### config.mk
export PLATFORM = sky130hd
export DESIGN_NAME = poac_top
export DESIGN_NICKNAME = d
export VERILOG_FILES = /design/src/rtl/poac_pkg.sv /design/src/rtl/poac_tmr_if.sv /design/src/rtl/poac_timer.sv /design/src/rtl/poac_top.sv
export SDC_FILE = /design/constraint.sdc
export NUM_CORES = 1
export LEC_CHECK = 0
export ABC_AREA = 1
export BUFFER_PORTS_ARGS = -buffer_cell sky130_fd_sc_hd__buf_2
export CAP_MARGIN = 20
export CORE_UTILIZATION = 54
export DETAILED_ROUTE_END_ITERATION = 10
export GPL_TIMING_DRIVEN = 0
export HOLD_SLACK_MARGIN = 0.15
export PLACE_DENSITY = 0.76
export SYNTH_ARGS = -nofsm -noshare
export SYNTH_HDL_FRONTEND = slang
export SYNTH_SLANG_ARGS = --single-unit
### constraint.sdc
create_clock -name clk -period 2.8 [get_ports clk]
set_input_delay 0.28 -clock clk [delete_from_list [all_inputs] [get_ports clk]]
set_output_delay 0.28 -clock clk [all_outputs]
set_load 0.02 [all_outputs]
### src/rtl/poac_pkg.sv
// Purpose: constants and helpers of the port owner assignment block
// Assumes: byte wide configuration registers, 125 MHz core clock
// Notes:   owner codes are decoded here for reuse
package poac_pkg;
    localparam logic [7:0] ADDR_DELAY   = 8'hD0;
    localparam logic [7:0] ADDR_S0_P12  = 8'hD1;
    localparam logic [7:0] ADDR_S0_P34  = 8'hD2;
    localparam logic [7:0] ADDR_S0_RSVC = 8'hD3;
    localparam logic [7:0] ADDR_S0_RSVD = 8'hD4;
    localparam logic [7:0] ADDR_S1_P12  = 8'hD5;

    localparam logic [7:0] RESET_BYTE   = 8'h00;
    localparam logic [7:0] RSVD_BYTE    = 8'h00;

    localparam int LO_NIB_LSB = 0;
    localparam int HI_NIB_LSB = 4;

    localparam logic [3:0] CODE_NONE  = 4'h0;
    localparam logic [3:0] CODE_HOST1 = 4'h1;
    localparam logic [3:0] CODE_HOST2 = 4'h2;

    localparam logic [1:0] OWN_NONE   = 2'h0;
    localparam logic [1:0] OWN_HOST1  = 2'h1;
    localparam logic [1:0] OWN_HOST2  = 2'h2;

    localparam int CLK_PERIOD_NS = 8;
    localparam int DELAY_UNIT_NS = 1000000;
    localparam int CYCLES_PER_MS = DELAY_UNIT_NS / CLK_PERIOD_NS;

    function automatic logic [1:0] decode_owner(input logic [3:0] code);
        logic [1:0] own;
        own = OWN_HOST1;
        case (code)
            CODE_NONE:  own = OWN_NONE;
            CODE_HOST1: own = OWN_HOST1;
            CODE_HOST2: own = OWN_HOST2;
            default:    own = OWN_HOST1;
        endcase
        return own;
    endfunction : decode_owner
endpackage : poac_pkg

### src/rtl/poac_tmr_if.sv
// Purpose: carries the debounce timer request and its expiry
// Assumes: single clock domain
// Notes:   ctl side starts, tmr side counts
`timescale 1ns/100ps
interface poac_tmr_if;
    logic       start;
    logic [7:0] delay_ms;
    logic       done;

    modport ctl (output start, output delay_ms, input done);
    modport tmr (input start, input delay_ms, output done);
endinterface : poac_tmr_if

### src/rtl/poac_timer.sv
// Purpose: millisecond debounce timer, restartable
// Assumes: start is a one-cycle pulse from the same clock
// Notes:   a new start abandons any count in progress
`timescale 1ns/100ps
module poac_timer #(
    parameter int CYCLES_PER_MS = poac_pkg::CYCLES_PER_MS
) (
    input  wire logic clk,
    input  wire logic rst,
    poac_tmr_if.tmr   tif
);
    localparam int PW = $clog2(CYCLES_PER_MS + 1);
    localparam logic [PW-1:0] PRE_LAST = PW'(CYCLES_PER_MS - 1);

    typedef struct packed {
        logic [PW-1:0] pre;
        logic [7:0]    count;
        logic          run;
        logic          done;
    } poac_tmr_state_t;

    poac_tmr_state_t st;
    poac_tmr_state_t next_st;

    ////////////////////////////////////////////////////////////////////////
    always_comb begin
        next_st      = st;
        next_st.done = 1'b0;
        if (tif.start) begin
            next_st.pre   = '0;
            next_st.count = tif.delay_ms;
            next_st.run   = (tif.delay_ms != 8'h00);
            next_st.done  = (tif.delay_ms == 8'h00);
        end else if (st.run) begin
            if (st.pre == PRE_LAST) begin
                next_st.pre   = '0;
                next_st.count = st.count - 8'h01;
                if (st.count == 8'h01) begin
                    next_st.run  = 1'b0;
                    next_st.done = 1'b1;
                end
            end else begin
                next_st.pre = st.pre + PW'(1);
            end
        end
    end

    always_ff @(posedge clk or posedge rst) begin
        if (rst) begin
            st <= '0;
        end else begin
            st <= next_st;
        end
    end

    assign tif.done = st.done;
endmodule : poac_timer

### src/rtl/poac_top.sv
// Purpose: port owner assignment configuration and debounce
// Assumes: assignment pins are asynchronous to clk
// Notes:   byte register port, one register per address
//
// Behaviour
// - wait delay register milliseconds after pin change
// - on expiry move only affected ports
// - set0 byte1: port2 high, port1 low
// - set0 byte2: port4 high, port3 low
// - set1 byte1: same layout as set0
// - codes: zero none, one host1, two host2
// - codes three to fifteen mean host1
// - set0 reserved bytes always read zero
// - reset clears delay and all configuration
`timescale 1ns/100ps
module poac_top #(
    parameter int CYCLES_PER_MS = poac_pkg::CYCLES_PER_MS
) (
    input  wire logic       clk,
    input  wire logic       rst,
    input  wire logic [7:0] reg_addr,
    input  wire logic       reg_wr,
    input  wire logic [7:0] reg_wdata,
    input  wire logic       reg_rd,
    output logic      [7:0] reg_rdata,
    input  wire logic [3:0] owner_select_pins,
    output logic      [7:0] port_owner,
    output logic      [3:0] port_switch_start
);
    typedef struct packed {
        logic [3:0] sync1;
        logic [3:0] sync2;
        logic [3:0] prev;
        logic [7:0] delay_ms;
        logic [7:0] s0_p12;
        logic [7:0] s0_p34;
        logic [7:0] s1_p12;
        logic [7:0] rdata;
        logic [7:0] owner;
        logic [3:0] sw_start;
        logic       start;
    } poac_state_t;

    poac_state_t st;
    poac_state_t next_st;
    poac_tmr_if  tif ();

    logic [7:0] sel_p12;
    logic [7:0] sel_p34;
    logic [7:0] new_owner;

    ////////////////////////////////////////////////////////////////////////
    // debounce timer
    poac_timer #(
        .CYCLES_PER_MS (CYCLES_PER_MS)
    ) u_timer (
        .clk (clk),
        .rst (rst),
        .tif (tif)
    );

    assign tif.start    = st.start;
    assign tif.delay_ms = st.delay_ms;

    ////////////////////////////////////////////////////////////////////////
    // owner selection from the settled pin state
    always_comb begin
        sel_p12 = st.s0_p12;
        sel_p34 = st.s0_p34;
        if (st.sync2 != 4'h0) begin
            sel_p12 = st.s1_p12;
        end
        new_owner[1:0] = poac_pkg::decode_owner(
            sel_p12[poac_pkg::LO_NIB_LSB +: 4]);
        new_owner[3:2] = poac_pkg::decode_owner(
            sel_p12[poac_pkg::HI_NIB_LSB +: 4]);
        new_owner[5:4] = poac_pkg::decode_owner(
            sel_p34[poac_pkg::LO_NIB_LSB +: 4]);
        new_owner[7:6] = poac_pkg::decode_owner(
            sel_p34[poac_pkg::HI_NIB_LSB +: 4]);
    end

    ////////////////////////////////////////////////////////////////////////
    // next state
    always_comb begin
        next_st          = st;
        next_st.sync1    = owner_select_pins;
        next_st.sync2    = st.sync1;
        next_st.prev     = st.sync2;
        next_st.start    = (st.sync2 != st.prev);
        next_st.sw_start = 4'h0;

        if (reg_wr) begin
            case (reg_addr)
                poac_pkg::ADDR_DELAY:  next_st.delay_ms = reg_wdata;
                poac_pkg::ADDR_S0_P12: next_st.s0_p12   = reg_wdata;
                poac_pkg::ADDR_S0_P34: next_st.s0_p34   = reg_wdata;
                poac_pkg::ADDR_S1_P12: next_st.s1_p12   = reg_wdata;
                default: begin
                end
            endcase
        end

        if (reg_rd) begin
            case (reg_addr)
                poac_pkg::ADDR_DELAY:   next_st.rdata = st.delay_ms;
                poac_pkg::ADDR_S0_P12:  next_st.rdata = st.s0_p12;
                poac_pkg::ADDR_S0_P34:  next_st.rdata = st.s0_p34;
                poac_pkg::ADDR_S0_RSVC: next_st.rdata = poac_pkg::RSVD_BYTE;
                poac_pkg::ADDR_S0_RSVD: next_st.rdata = poac_pkg::RSVD_BYTE;
                poac_pkg::ADDR_S1_P12:  next_st.rdata = st.s1_p12;
                default:                next_st.rdata = 8'h00;
            endcase
        end

        // a pin change in the expiry cycle restarts instead of applying
        if (tif.done && !st.start && (st.sync2 == st.prev)) begin
            next_st.owner  = new_owner;
            for (int i = 0; i < 4; i++) begin
                next_st.sw_start[i] =
                    (new_owner[2*i +: 2] != st.owner[2*i +: 2]);
            end
        end
    end

    always_ff @(posedge clk or posedge rst) begin
        if (rst) begin
            st          <= '0;
            st.delay_ms <= poac_pkg::RESET_BYTE;
            st.s0_p12   <= poac_pkg::RESET_BYTE;
            st.s0_p34   <= poac_pkg::RESET_BYTE;
            st.s1_p12   <= poac_pkg::RESET_BYTE;
        end else begin
            st <= next_st;
        end
    end

    assign reg_rdata         = st.rdata;
    assign port_owner        = st.owner;
    assign port_switch_start = st.sw_start;
endmodule : poac_top

# Word-level counts from Yosys, hierarchy flattened
# Cells that the tools add are included.
dict set report word_totals {
  regBits 92
  out_inout_bits 20
}
dict set report op_classes {
  n_addsub 2
  eq_ne 16
  mux 12
  reduce_logical 17
}
# cell n
set op_table {}
lappend op_table {{$mux W27} 2}
lappend op_table {{$eq A8 B8 Y1 const B} 4}
lappend op_table {{$pmux W8 S4} 1}
lappend op_table {{$add A17 B1 Y17 const B} 1}
lappend op_table {{$eq A17 B17 Y1 const B} 1}
lappend op_table {{$mux W17} 1}
lappend op_table {{$eq A4 B2 Y1 const B} 4}
lappend op_table {{$logic_not A4 Y1} 4}
lappend op_table {{$pmux W2 S2} 4}
lappend op_table {{$mux W10} 1}
lappend op_table {{$reduce_and A2 Y1} 5}
lappend op_table {{$eq A8 B1 Y1 const B} 1}
lappend op_table {{$logic_not A8 Y1} 1}
lappend op_table {{$mux W8} 1}
lappend op_table {{$ne A2 B2 Y1} 4}
lappend op_table {{$reduce_bool A8 Y1} 1}
lappend op_table {{$sub A8 B1 Y8 const B} 1}
lappend op_table {{$eq A4 B4 Y1} 1}
lappend op_table {{$mux W4} 1}
lappend op_table {{$ne A4 B4 Y1} 1}
lappend op_table {{$reduce_bool A2 Y1} 2}
lappend op_table {{$reduce_bool A4 Y1} 1}
lappend op_table {{$logic_and A1 B1 Y1} 2}
lappend op_table {{$mux W2} 1}
lappend op_table {{$logic_not A1 Y1} 1}

# Depth between registers and ports, before layout
dict set report logic_depth {
  word_depth 6
  ltp_mapped 11
  mapped_depth_nobuf 10
}

# By module
# Synthesis repeated with hierarchy kept, for this count alone.
dict set report hier_totals {
  cells_unflattened 618
  area_unflattened_um2 4971.0
}
# module instances cells_per_inst area_each_um2 seq_area_each_um2
set modules_own_cells {}
lappend modules_own_cells {poac_top 1 363 3163.0 1626.6}
lappend modules_own_cells {poac_timer 1 255 1808.0 675.6}

# Worst setup path before layout
# Ideal clock, no wire load.
dict set report synth_path {
  path_kind {register to register}
  startpoint {register u_timer.st[10] in the netlist's numbering}
  endpoint {register u_timer.st[20] in the netlist's numbering}
  arrival_ps 1264
  t_required_ps 2683
  path_slack_ps 1418
  stages_incl_launch_ff 9
  path_buffers 0
  synth_period_minus_slack_ps 1382
  path_cell_list {dfrtp_1 > ha_1 > nand2_1 > nor2_1 > nand3_1 > inv_1 > or2_2 > nand3_1 > nand2_1}
}
dict set report synth_via {
  elab_chain_cells 4
  word_cells_on_any_way 5
  classes_between {add/sub: 1; eq/ne: 1; mux: 3}
}
# element line
set synth_rtl {}
lappend synth_rtl {{from (decl)} poac_timer.sv:22} ;# poac_tmr_state_t st;
lappend synth_rtl {{from (signal assigned)} poac_timer.sv:52} ;# st <= next_st;
lappend synth_rtl {{$add A17 B1 Y17 or $eq A17 B17 Y1 (tied branches)} {poac_timer.sv:43, poac_timer.sv:35}}
lappend synth_rtl {{$mux W17 (*)} poac_timer.sv:35} ;# if (st.pre == PRE_LAST) begin
lappend synth_rtl {{$mux W27 (*)} poac_timer.sv:34} ;# end else if (st.run) begin
lappend synth_rtl {{$mux W27 (*)} poac_timer.sv:29} ;# if (tif.start) begin
# Mark *: on every way between the ends. The rest lies on a longest branch, timed or not. The select of a mux whose other input is x is not followed.
# A chain may end at the register's enable or synchronous reset.

# Worst setup path after layout
dict set report layout_path {
  startpoint {register st, in the netlist tif.start}
  endpoint {register u_timer.st[24] in the netlist's numbering}
}
dict set report layout_via {
  elab_chain_cells 1
  word_cells_on_any_way 2
  classes_between {mux: 1; reduce/logical: 1}
}
# element line
set layout_rtl {}
lappend layout_rtl {{from (decl)} poac_top.sv:44} ;# poac_state_t st;
lappend layout_rtl {{from (signal assigned)} poac_top.sv:134} ;# st <= next_st;
lappend layout_rtl {{$mux W27 or $reduce_bool A2 Y1 (tied branches)} -}
# Parallel ways exist; a longest one is shown, timed or not.

==> results.json <==
{
  "finalCritPeriodShare": 0.622,
  "grt_max_degree": 53,
  "cts_buffers": 9,
  "report.final.hold_viol_count": 0,
  "clk_path_buf_depth": 2,
  "antenna_found_initial": 0,
  "syn_area_per_cell_um2": 7.94,
  "leakage_nw": 2.85,
  "gp_congestion": 0.936,
  "gr-total-overflow": 0,
  "tightest_slew_ns": 0.639,
  "ir_worst_vdd_v": 0.000364,
  "n_antenna_cell": 0,
  "drive_above_1_share": 0.165,
  "grt_pass1_vias": 3695,
  "postCtsResizedCells": 0,
  "vias_per_cell": 5.32,
  "drt_iter0_drc": 324,
  "drv_slew": 0,
  "post-cts-setup-buffer-count": 0,
  "start_util": 0.569,
  "clk_pin_slew_ns": 0.10,
  "hold_class": "in -> reg",
  "ant_nets": 0,
  "dr.pass1.iters": 5,
  "portBuffers": 43,
  "power_mw": 2.72,
  "htree_num_levels": 3,
  "syn_inst": 600,
  "synth_fp_nets": 627,
  "instances_no_fill": 773,
  "cts_tree": "done",
  "critPathLaunchType": "flip-flop",
  "die_w_um": 95.9,
  "dieArea_um2": 9210,
  "ys_types": 34,
  "rows": 33,
  "wl_per_cell_um": 13.8,
  "power_density_nw_per_um2": 499,
  "coreArea_um2": 8380,
  "ys_warn_count": 0,
  "maxSlewHeadroom": 0.572,
  "grt_usage": 0.261,
  "final.setup.tns_ns": 0,
  "clock_latency_ns": 0.36,
  "critPathKind": "reg -> reg",
  "final_nets": 690,
  "clock-root-buffer": "clkbuf_8",
  "regToRegSetupSlack_ns": 1.06,
  "utilization": 0.649,
  "rsz0062_at_grt": "false",
  "vias": 4115,
  "dpl_worst_slack_ns": 1.03,
  "path_max_fanout": 10,
  "syn-cell-area_um2": 4770,
  "ys_seq_elements": 92,
  "maxCapViolCount": 0,
  "cp.required_ns": 3.03,
  "finalSetupViolCount": 0,
  "synth_seq_area_share": 0.483,
  "syn_to_final_growth_pct": 14.2,
  "fin_ws_ns": 1.06,
  "placedCellCount": 749,
  "cp-end-kind": "flip-flop",
  "post_dp_cell_area_um2": 5140,
  "fmax_ghz": 0.574,
  "outcome": "complete, no violations",
  "route.detailed.drc": 0,
  "hold_ws_ns": 0.154,
  "io_pins": 44,
  "routed_wl_um": 10600,
  "fp.dieH_um": 95.9,
  "final_area_um2": 5440,
  "cts_sinks": 92,
  "crit_arrival_ns": 1.97,
  "fin_crit_ns": 1.74,
  "dp_hpwl_um": 7860,
  "fin_skew_ns": 0.0121,
  "grt_first_pass_wirelength_um": 17900
}
## cells in the final DEF, fill, tap and decap left out, types with 4 or more instances in the layout
master	netlist	layout
nand3_1	75	75
o21a_1	4	4
dfrtp_1	92	92
inv_1	61	60
clkbuf_8	0	9
nand4_1	8	8
xor2_1	17	17
o21ai_2	4	4
buf_2	6	49
nor2_1	49	49
dlygate4sd3_1	0	8
o21ai_1	11	11
buf_4	22	22
o21ai_0	33	33
o22ai_1	4	4
nand2_1	179	179
## critical path, stage by stage, from the launching register on
cell and delay, ns:
dfrtp_1 0.39, clkinv_1 0.26, nand2_1 0.17, clkinv_1 0.26
nand2_1 0.21, inv_1 0.15, nand3_1 0.09, o21ai_0 0.08
## layout make-up
type / instances / area (um2)
Tap cell: 105 / 131
Buffer: 33 / 236
Multi-Input combinational cell: 410 / 1980
Clock buffer: 9 / 124
Clock inverter: 7 / 96.3
Sequential cell: 92 / 2300
Timing Repair Buffer: 52 / 323
Inverter: 65 / 249
Fill cell: 720 / 2940
## state kept, by name, indices dropped and copies added, names as in the netlist
register	count
next_st	8
port_owner	8
port_switch_start	4
reg_rdata	8
sel_p34	8
st	20
tif.delay_ms	8
tif.start	1
u_timer.st	26
u_timer.tif.done	1
## routing by layer
metal,wire (um),share of wire,GRT usage
met5,0,0,0
met1,5070,0.48,0.395
met2,4700,0.44,0.377
met4,249,0.023,0.0983
met3,616,0.058,0.0387
## synthesized netlist by cell type
cell type / n / area [um2]
nor4_1: 2 / 12.5
buf_6: 3 / 33.8
clkinv_1: 3 / 11.3
buf_2: 6 / 30.0
o21ai_1: 11 / 55.1
o22ai_1: 4 / 25.0
or2_2: 2 / 12.5
nor3_4: 3 / 48.8
o21ai_2: 4 / 35.0
inv_1: 61 / 229
nand3b_1: 1 / 7.51
nand2_2: 2 / 12.5
buf_4: 22 / 165
nor2_1: 49 / 184
nand4_1: 8 / 50.1
clkbuf_1: 2 / 7.51
dfrtp_1: 92 / 2300
o21bai_1: 2 / 15.0
o211ai_1: 1 / 7.51
nand3_1: 75 / 375
inv_4: 1 / 6.26
ha_1: 3 / 37.5
nand2_1: 179 / 672
nor2_4: 1 / 11.3
o21ai_0: 33 / 165
xor2_1: 17 / 149
and3_1: 1 / 6.26
nor3_2: 1 / 10.0
nand3_2: 3 / 30.0
o21a_1: 4 / 30.0
nor3b_1: 1 / 7.51
a31oi_1: 1 / 6.26
nor2_2: 1 / 6.26
xnor2_1: 1 / 8.76
## repair_timing
action                                  in CTS  in global routing
hold endpoints to repair                    47                  0
hold buffers                                 8                  0
endpoints found under the setup margin       0                  0
## final timing paths
kind	to	cells past startpoint	startpoint
setup / recovery	u_timer.st[24]$_DFFE_PP0P_	7	tif.start$_DFF_PP0_
hold / removal	st[25]$_DFFE_PP0P_	3	reg_wdata[4]
setup reg to reg	u_timer.st[24]$_DFFE_PP0P_	7	tif.start$_DFF_PP0_
hold reg to reg	next_st[56]$_DFF_PP0_	0	next_st[60]$_DFF_PP0_
max in group asynchronous	u_timer.st[7]$_DFFE_PP0P_	4	rst
min in group asynchronous	u_timer.st[18]$_DFFE_PP0P_	3	rst
## power breakdown
part	leakage (nW)	internal [mW]	switching (mW)
logic	1.52	0.108	0.176
clock network	0.114	0.510	0.489
registers	1.22	1.39	0.0487
total	2.85	2.00	0.714
## logic make-up (layout without fill, tap and decap cells)
kind of cell / after synthesis / count (layout) / synth area share
compound gates: 60 / 60 / 0.0711
flops: 92 / 92 / 0.483
fa+ha+maj: 3 / 3 / 0.00788
buf+inv: 98 / 166 / 0.101
simple gates: 329 / 329 / 0.303
xor+xnor: 18 / 18 / 0.0331
Power figures use the tool's default switching activity.
